`src/include/vfdsc_pkg.sv`:
```
package vfdsc_pkg;
  // register byte offsets
  localparam logic [7:0] DIG_CTRL_OFF = 8'h00;
  localparam logic [7:0] SEG_CTRL_OFF = 8'h04;
  localparam logic [7:0] DIG_BEGIN_OFF = 8'h08;
  localparam logic [7:0] IRQ_STAT_OFF = 8'h0c;
  localparam logic [7:0] IRQ_CLR_OFF = 8'h10;
  localparam logic [7:0] IRQ_EN_OFF = 8'h14;
  localparam logic [7:0] STATUS_OFF = 8'h18;
  localparam int RAM_BASE_IDX = 32;
  localparam int RAM_WORDS = 16;
  // field positions
  localparam int DC_WAVE_LSB = 0;
  localparam int DC_RANGE_LSB = 3;
  localparam int DC_SCAN_TIME_BIT = 7;
  localparam int SC_RANGE_LSB = 0;
  localparam int SC_KEY_EN_BIT = 5;
  localparam int SC_PIN_EN_BIT = 6;
  localparam int DB_FIRST_LSB = 0;
  localparam int DB_DISPLAY_ON_BIT = 4;
  localparam int DB_RUN_BIT = 5;
  // reset values
  localparam logic [7:0] DIG_CTRL_RST = 8'h00;
  localparam logic [6:0] SEG_CTRL_RST = 7'h00;
  localparam logic [5:0] DIG_BEGIN_RST = 6'h00;
  // timing, in ns and in clock cycles of the 20 ns clock
  localparam int CLK_NS = 20;
  localparam int SLOT_SHORT_NS = 1280;
  localparam int SLOT_LONG_NS = 2560;
  localparam int SLOT_SHORT_CYC = SLOT_SHORT_NS / CLK_NS;
  localparam int SLOT_LONG_CYC = SLOT_LONG_NS / CLK_NS;
  localparam int DIM_STEPS_SHORT = 16;
  localparam int DIM_STEPS_LONG = 32;
  localparam int SEG_PINS = 28;
  localparam int DIG_PINS = 16;
  // scan configuration carried as one bundle
  typedef struct packed {
    logic scan_time_select;
    logic [3:0] digit_pin_range;
    logic [2:0] digit_waveform_select;
  } vfdsc_dig_s;
  typedef enum logic [1:0] {
    VFDSC_IDLE,
    VFDSC_DIGIT,
    VFDSC_KEY
  } vfdsc_state_e;
endpackage

```
`src/hdl/vfdsc_top.sv`:
```
`timescale 1ns/100ps
// Notes on behaviour
// - scan time bit sets digit/key slot length and dimmer step count.
// - three-bit waveform field shapes the digit pin pulse.
// - digit range 0000 enables digit pins from the first digit up to pin 15.
// - pin function enable makes selected pins act as display drivers.
// - key scan enable inserts a key scan interval in each cycle.
// - segment range 11011 enables segment pins up to pin 27, from two above the first digit.
// - first digit field picks first digit pin; 0011 gives digit 3, segment 5.
// - display on bit shows the display; cleared it blanks the digit and segment outputs.
// - run bit starts scanning.
// - flag sets at start of each key scan interval unless the first digit lies above the range's last digit.
// - key scan request reaches cpu only when enabled.
// - any write to the three config registers restarts the scan.
// - unused display RAM stays ordinary read/write RAM.
module vfdsc_top
  import vfdsc_pkg::*;
(
  // clock and reset
  input wire logic clk_i,
  input wire logic sys_rst_i,
  // axi4-lite write address and data
  input wire logic [7:0] s_axi_awaddr,
  input wire logic s_axi_awvalid,
  output logic s_axi_awready,
  input wire logic [31:0] s_axi_wdata,
  input wire logic [3:0] s_axi_wstrb,
  input wire logic s_axi_wvalid,
  output logic s_axi_wready,
  output logic [1:0] s_axi_bresp,
  output logic s_axi_bvalid,
  input wire logic s_axi_bready,
  // axi4-lite read
  input wire logic [7:0] s_axi_araddr,
  input wire logic s_axi_arvalid,
  output logic s_axi_arready,
  output logic [31:0] s_axi_rdata,
  output logic [1:0] s_axi_rresp,
  output logic s_axi_rvalid,
  input wire logic s_axi_rready,
  // display pins
  output logic [DIG_PINS-1:0] digit_drive_pin_o,
  output logic [SEG_PINS-1:0] segment_drive_pin_o,
  output logic key_scan_active_o,
  // interrupt
  output logic irq_o
);

  ////////////////////////////////////////////////////////////////////////
  // registers
  vfdsc_dig_s dig_reg;
  logic [6:0] seg_ctrl_reg;
  logic [5:0] dig_begin_reg;
  logic key_scan_irq_flag_reg;
  logic key_scan_irq_enable_reg;
  logic [31:0] ram_reg [RAM_WORDS];
  logic restart_reg;
  vfdsc_state_e state_reg;
  logic [7:0] slot_cnt_reg;
  logic [4:0] dim_cnt_reg;
  logic [3:0] digit_idx_reg;
  logic key_start;

  // byte-lane merge, used for the three config registers and the display ram
  function automatic logic [31:0] merge(input logic [31:0] old, input logic [31:0] nw, input logic [3:0] be);
    logic [31:0] r;
    r = old;
    for (int i = 0; i < 4; i++) begin
      if (be[i]) begin
        r[i*8 +: 8] = nw[i*8 +: 8];
      end
    end
    return r;
  endfunction

  ////////////////////////////////////////////////////////////////////////
  // axi write channel: take address and data in either order
  logic aw_held_reg;
  logic w_held_reg;
  logic [7:0] aw_addr_reg;
  logic [31:0] w_data_reg;
  logic [3:0] w_strb_reg;
  logic wr_go;
  logic wr_hit;
  logic [7:0] wr_addr;

  assign s_axi_awready = !aw_held_reg && !s_axi_bvalid;
  assign s_axi_wready = !w_held_reg && !s_axi_bvalid;
  assign wr_go = aw_held_reg && w_held_reg && !s_axi_bvalid;
  assign wr_addr = aw_addr_reg;
  assign s_axi_bresp = 2'h0;

  // hold each half until both have arrived
  always_ff @(posedge clk_i) begin
    if (sys_rst_i) begin
      aw_held_reg <= 1'b0;
      w_held_reg <= 1'b0;
      aw_addr_reg <= 8'h00;
      w_data_reg <= 32'h0;
      w_strb_reg <= 4'h0;
      s_axi_bvalid <= 1'b0;
    end else begin
      if (s_axi_awvalid && s_axi_awready) begin
        aw_held_reg <= 1'b1;
        aw_addr_reg <= s_axi_awaddr;
      end
      if (s_axi_wvalid && s_axi_wready) begin
        w_held_reg <= 1'b1;
        w_data_reg <= s_axi_wdata;
        w_strb_reg <= s_axi_wstrb;
      end
      if (wr_go) begin
        aw_held_reg <= 1'b0;
        w_held_reg <= 1'b0;
        s_axi_bvalid <= 1'b1;
      end else if (s_axi_bready) begin
        s_axi_bvalid <= 1'b0;
      end
    end
  end

  assign wr_hit = wr_go;

  ////////////////////////////////////////////////////////////////////////
  // configuration registers; writes to all but the irq enable restart the scan
  always_ff @(posedge clk_i) begin
    if (sys_rst_i) begin
      dig_reg <= DIG_CTRL_RST;
      seg_ctrl_reg <= SEG_CTRL_RST;
      dig_begin_reg <= DIG_BEGIN_RST;
      key_scan_irq_enable_reg <= 1'b0;
      restart_reg <= 1'b0;
    end else begin
      restart_reg <= 1'b0;
      if (wr_hit) begin
        unique case (wr_addr)
          DIG_CTRL_OFF: begin
            dig_reg <= vfdsc_dig_s'(8'(merge({24'h0, dig_reg}, w_data_reg, w_strb_reg)));
            restart_reg <= 1'b1;
          end
          SEG_CTRL_OFF: begin
            seg_ctrl_reg <= 7'(merge({25'h0, seg_ctrl_reg}, w_data_reg, w_strb_reg));
            restart_reg <= 1'b1;
          end
          DIG_BEGIN_OFF: begin
            dig_begin_reg <= 6'(merge({26'h0, dig_begin_reg}, w_data_reg, w_strb_reg));
            restart_reg <= 1'b1;
          end
          IRQ_EN_OFF: key_scan_irq_enable_reg <= w_strb_reg[0] ? w_data_reg[0] : key_scan_irq_enable_reg;
          default: ;
        endcase
      end
    end
  end

  // display ram: byte-lane writes, unused bits are plain storage
  always_ff @(posedge clk_i) begin
    if (wr_hit && wr_addr[7] && (wr_addr[7:2] < 6'(RAM_BASE_IDX + RAM_WORDS))) begin
      ram_reg[4'(wr_addr[5:2])] <= merge(ram_reg[4'(wr_addr[5:2])], w_data_reg, w_strb_reg);
    end
  end

  ////////////////////////////////////////////////////////////////////////
  // key scan flag: set wins over software clear
  always_ff @(posedge clk_i) begin
    if (sys_rst_i) begin
      key_scan_irq_flag_reg <= 1'b0;
    end else if (key_start) begin
      key_scan_irq_flag_reg <= 1'b1;
    end else if (wr_hit && wr_addr == IRQ_CLR_OFF && w_strb_reg[0] && w_data_reg[0]) begin
      key_scan_irq_flag_reg <= 1'b0;
    end
  end

  assign irq_o = key_scan_irq_flag_reg & key_scan_irq_enable_reg;

  ////////////////////////////////////////////////////////////////////////
  // axi read channel
  logic [31:0] rd_word;
  logic ram_rd;
  assign s_axi_arready = !s_axi_rvalid;
  assign s_axi_rresp = 2'h0;
  assign ram_rd = s_axi_araddr[7] && s_axi_araddr[6] == 1'b0;

  // read mux; unmapped addresses read zero with an okay answer
  always_comb begin
    rd_word = 32'h0;
    if (ram_rd) begin
      rd_word = ram_reg[4'(s_axi_araddr[5:2])];
    end else begin
      unique case (s_axi_araddr)
        DIG_CTRL_OFF: rd_word = {24'h0, dig_reg};
        SEG_CTRL_OFF: rd_word = {25'h0, seg_ctrl_reg};
        DIG_BEGIN_OFF: rd_word = {26'h0, dig_begin_reg};
        IRQ_STAT_OFF: rd_word = {31'h0, key_scan_irq_flag_reg};
        IRQ_EN_OFF: rd_word = {31'h0, key_scan_irq_enable_reg};
        STATUS_OFF: rd_word = {22'h0, state_reg, digit_idx_reg, 4'h0};
        default: rd_word = 32'h0;
      endcase
    end
  end

  // one read at a time, answer one cycle after the address is taken
  always_ff @(posedge clk_i) begin
    if (sys_rst_i) begin
      s_axi_rvalid <= 1'b0;
      s_axi_rdata <= 32'h0;
    end else if (s_axi_arvalid && s_axi_arready) begin
      s_axi_rvalid <= 1'b1;
      s_axi_rdata <= rd_word;
    end else if (s_axi_rready) begin
      s_axi_rvalid <= 1'b0;
    end
  end

  ////////////////////////////////////////////////////////////////////////
  // scan sequencer
  logic [7:0] slot_len;
  logic [4:0] dim_last;
  logic [3:0] first_digit;
  logic [3:0] last_digit;
  logic run;
  logic key_en;

  assign slot_len = dig_reg.scan_time_select ? 8'(SLOT_LONG_CYC - 1) : 8'(SLOT_SHORT_CYC - 1);
  assign dim_last = dig_reg.scan_time_select ? 5'(DIM_STEPS_LONG - 1) : 5'(DIM_STEPS_SHORT - 1);
  assign first_digit = dig_begin_reg[DB_FIRST_LSB +: 4];
  assign last_digit = 4'hf - dig_reg.digit_pin_range;
  assign run = dig_begin_reg[DB_RUN_BIT];
  assign key_en = seg_ctrl_reg[SC_KEY_EN_BIT];
  assign key_start = (state_reg != VFDSC_KEY) && run && !restart_reg && key_en &&
                     (state_reg == VFDSC_DIGIT) && slot_cnt_reg == slot_len && digit_idx_reg == last_digit;

  // digits advance one slot at a time, key slot after the last digit
  always_ff @(posedge clk_i) begin
    if (sys_rst_i || restart_reg || !run) begin
      state_reg <= VFDSC_IDLE;
      slot_cnt_reg <= 8'h00;
      digit_idx_reg <= 4'h0;
    end else begin
      unique case (state_reg)
        VFDSC_IDLE: begin
          state_reg <= VFDSC_DIGIT;
          digit_idx_reg <= first_digit;
          slot_cnt_reg <= 8'h00;
        end
        VFDSC_DIGIT: begin
          slot_cnt_reg <= slot_cnt_reg + 8'h01;
          if (slot_cnt_reg == slot_len) begin
            slot_cnt_reg <= 8'h00;
            if (digit_idx_reg >= last_digit) begin
              digit_idx_reg <= first_digit;
              if (key_en) begin
                state_reg <= VFDSC_KEY;
              end
            end else begin
              digit_idx_reg <= digit_idx_reg + 4'h1;
            end
          end
        end
        VFDSC_KEY: begin
          slot_cnt_reg <= slot_cnt_reg + 8'h01;
          if (slot_cnt_reg == slot_len) begin
            slot_cnt_reg <= 8'h00;
            state_reg <= VFDSC_DIGIT;
          end
        end
      endcase
    end
  end

  // dimmer step counter wraps at the step count; nothing else reads it
  always_ff @(posedge clk_i) begin
    if (sys_rst_i || restart_reg || dim_cnt_reg == dim_last) begin
      dim_cnt_reg <= 5'h00;
    end else begin
      dim_cnt_reg <= dim_cnt_reg + 5'h01;
    end
  end

  ////////////////////////////////////////////////////////////////////////
  // pin drive; waveform code trims the lit part of each slot
  logic lit;
  logic [4:0] guard;
  logic show;
  logic [4:0] seg_last;
  logic [31:0] seg_word;

  assign guard = 5'({2'h0, dig_reg.digit_waveform_select} + 5'h1);
  assign lit = (slot_cnt_reg[7:3] >= guard) && (slot_cnt_reg < slot_len - 8'(guard));
  assign show = seg_ctrl_reg[SC_PIN_EN_BIT] && dig_begin_reg[DB_DISPLAY_ON_BIT] && state_reg == VFDSC_DIGIT;
  assign seg_last = seg_ctrl_reg[SC_RANGE_LSB +: 5];
  assign seg_word = ram_reg[digit_idx_reg];

  // registered outputs; first segment pin is two above the first digit
  always_ff @(posedge clk_i) begin
    if (sys_rst_i || !show || !lit) begin
      digit_drive_pin_o <= '0;
      segment_drive_pin_o <= '0;
    end else begin
      digit_drive_pin_o <= 16'h0001 << digit_idx_reg;
      for (int s = 0; s < SEG_PINS; s++) begin
        segment_drive_pin_o[s] <= (5'(s) <= seg_last) && (5'(s) >= 5'({1'b0, first_digit} + 5'h2)) &&
                                  seg_word[s];
      end
    end
  end

  always_ff @(posedge clk_i) begin
    if (sys_rst_i) begin
      key_scan_active_o <= 1'b0;
    end else begin
      key_scan_active_o <= state_reg == VFDSC_KEY;
    end
  end

endmodule

```
`config.mk`:
```
export PLATFORM = sky130hd
export DESIGN_NAME = vfdsc_top
export DESIGN_NICKNAME = d
export VERILOG_FILES = /design/src/include/vfdsc_pkg.sv /design/src/hdl/vfdsc_top.sv
export SDC_FILE = /design/constraint.sdc
export NUM_CORES = 1
export LEC_CHECK = 0
export ABC_AREA = 0
export BUFFER_PORTS_ARGS = -buffer_cell sky130_fd_sc_hd__buf_2
export CAP_MARGIN = 20
export CORE_MARGIN = 1
export CORE_UTILIZATION = 45
export DETAILED_ROUTE_END_ITERATION = 10
export GPL_TIMING_DRIVEN = 0
export PLACE_DENSITY = 0.62
export SYNTH_ARGS = -nofsm -noshare
export SYNTH_HDL_FRONTEND = slang
export SYNTH_SLANG_ARGS = --single-unit
export TNS_END_PERCENT = 5
```
`constraint.sdc`:
```
create_clock -name clk_i -period 6.7 [get_ports clk_i]
set_input_delay 2.01 -clock clk_i [delete_from_list [all_inputs] [get_ports clk_i]]
set_output_delay 2.01 -clock clk_i [all_outputs]
set_load 0.02 [all_outputs]
```
==> run metrics <==
Post-Syn Area about 30000 um^2; WP data required ~7.3 ns; Area after DPL roughly 32000 um^2; Ys Warns 0; worst min-delay path class reg -> reg; grt ovf 0; peak supply drop between 0.15 and 0.2 mV; post-DP HPWL 74.2 mm; Slew Limit Fails 0; Largest register FFs approximately 510; Setup Buffers After CTS 0; clk slew on worst S/H paths approximately 0.06 ns; Final ANT Viol Nets 0; Max Clock Skew between 0.03 and 0.04 ns; drt total wl about 110 mm; TritonRoute pass-1 iters 6; Worst Setup End Kind flip-flop; Hold Buf Count CTS 0; RSZ-0062 raised after global routing false; Final min period roughly 4.7 ns; CTS Buf Count between 70 and 80; initial antenna violation count 5; area delta synth->final 15.1%; I/O pin count 146; # port buffers 138; CTS Root Cell clkbuf_16; synthesized flop and latch total roughly 680; EDFF count, synth ~500; ys flop type edfxtp_1; Final Hold Viols 0; maximum achievable frequency approximately 210 MHz; Clock Latency Late Sink 0.63 ns; CTS tree yes; CP arrival ~5.3 ns; Fillers between 5000 and 6000; fin nets 2319; layout cells sized above 1 27.4%; sequential element share of the synthesized area roughly 60%; DR vias ~21000; die height 262 um; CTS max path bufs 3; footprint of the multi-input gates approximately 11000 um^2; H-tree depth 3; post-synth top area cell edfxtp_1; setup violators final 0; asr flop ratio synth 0%; post-route DRC violation count 0; worst setup path category in -> reg; Synth area leaders edfxtp_1 (51%), mux4_2 (16%), dfxtp_1 (11%), mux2i_1 (2.9%), mux2_2 (2.2%); cell row count 94; TNS Setup 0 ns; global-route wire length before repair around 150 mm; count leader, synth edfxtp_1; post-cts sizing count 0; gpl congestion ~0.96; Commonest cells post-synth edfxtp_1 (512), mux4_2 (222), dfxtp_1 (167); Avg WL per Cell around 33 um; Mapped Cells a little under 2000; Pwr per Cell Area about 260 nW/um^2; Worst Path Max Fanout 10; outcome complete, no violations; vias in the first global route slightly below 20000; Starting Density between 40% and 50%; die footprint slightly below 70000 um^2; Avg Inst Size Synth around 15 um^2; P_leak 11.9 nW; DIE WIDTH ~260 um; pin count of the biggest net entering global routing 23; 1st-iter DRT viols 3013; Core Box Area 66200 um^2; Worst-Margin Slew 1.25 ns; Yosys cell types a little over 60; r2r setup slk approximately 3.6 ns; Reg area ~19000 um^2; total track usage ~31%; startpoint types input port; Tot Pwr approximately 0.009 W; Sink Count between 600 and 700; fin area approximately 35000 um^2; Period Utilization, post-route between 70 and 80%; area share of the largest cell type after synthesis between 50% and 60%; relative slew slack approximately 17%; maxcap violations 0; vias per cell 6.50
==> per-stage QoR <==
| stage | setup slack, ns | std cells | hold slack [ns] | utilization (%) |
|---|---|---|---|---|
| 2_1_floorplan | 3.04 | 1987 | 0.434 | - |
| 3_3_place_gp | 1.45 | 2989 | 0.424 | 48.5 |
| 3_5_place_dp | 1.52 | 3012 | 0.428 | 48.9 |
| 4_1_cts | 2.19 | 3143 | 0.439 | 52.5 |
| 5_1_grt | 2.05 | 3153 | 0.452 | 52.7 |
| 6_report | 1.96 | 3156 | 0.440 | 52.7 |
==> routing by layer <==
layer | GRT usage [%] | up-vias | wire (um)
met5 | 0 | - | 19
met4 | 17.2 | 2 | 6010
met3 | 7.87 | 295 | 12400
met2 | 47.6 | 1514 | 47900
met1 | 40.4 | 10400 | 39400
li1 | - | 8316 | -
==> critical path, cell delays in order <==
cell and delay (ns):
clkbuf_1 0.37, buf_2 0.41, buf_2 0.61, clkbuf_1 0.90
a211oi_1 0.25, nor4_1 0.60, a21o_1 0.14
==> where the power goes <==
group          total, W  internal, W  leakage (nW)  switching [W]
clock           0.00402      0.00231          1.16        0.00171
sequential      0.00464      0.00456          5.90      0.0000795
combinational  0.000455     0.000149          4.80       0.000307
==> path summary, 6_finish.rpt <==
path                             endpoint                          from  cells past startpoint
max reg2reg     ram_reg[12][21]$_DFFE_PP_      aw_held_reg$_SDFFE_PP0P_                      6
min          s_axi_rdata[23]$_SDFFE_PP0P_  s_axi_rdata[23]$_SDFFE_PP0P_                      2
min reg2reg  s_axi_rdata[23]$_SDFFE_PP0P_  s_axi_rdata[23]$_SDFFE_PP0P_                      2
max          s_axi_rdata[22]$_SDFFE_PP0P_               s_axi_araddr[4]                      7
==> layout make-up <==
type / count / area share (%)
sequential: 679 / 53.7
multi-input combinational: 1148 / 31.0
clock buffer: 94 / 5.82
timing repair buffer: 171 / 3.17
tap: 864 / 3.10
buffer: 136 / 1.98
clock inverter: 37 / 0.958
inverter: 24 / 0.258
antenna: 3 / 0.0215
==> cell usage in the layout (no fill, tap or decap), types with 6 or more instances in the layout <==
cell       instances
nand2b_1           8
buf_6             27
clkbuf_8           6
ha_1              28
nor3b_1            8
buf_4             18
o221ai_1           6
buf_1             16
a22oi_1           12
o22ai_1           13
mux4_2           222
mux2i_1           89
nor3_1            17
clkbuf_16         76
mux2_2            58
nand2_1          148
nor2b_1           28
nor4_1            14
clkinv_2          15
o211ai_1           7
inv_1             23
and2_1            10
o21ai_0           76
a21oi_1          110
and3_1            27
a21o_1            10
buf_2            171
buf_8             10
edfxtp_1         512
dfxtp_1          167
o2bb2ai_1          6
nor2_1           136
a211oi_1          20
nand3_1           24
clkbuf_1          75
==> cell families after synthesis <==
logic type	share of synthesized area, %
DFF	61.8
other	0.0124
xor gates and xnor gates	0.260
adders and majority gates	1.16
AOI/OAI and AO/OA	5.80
buffers and inverters	2.58
muxes	21.6
and+or+nand+nor	6.85
(Power assumes the default switching activity.)
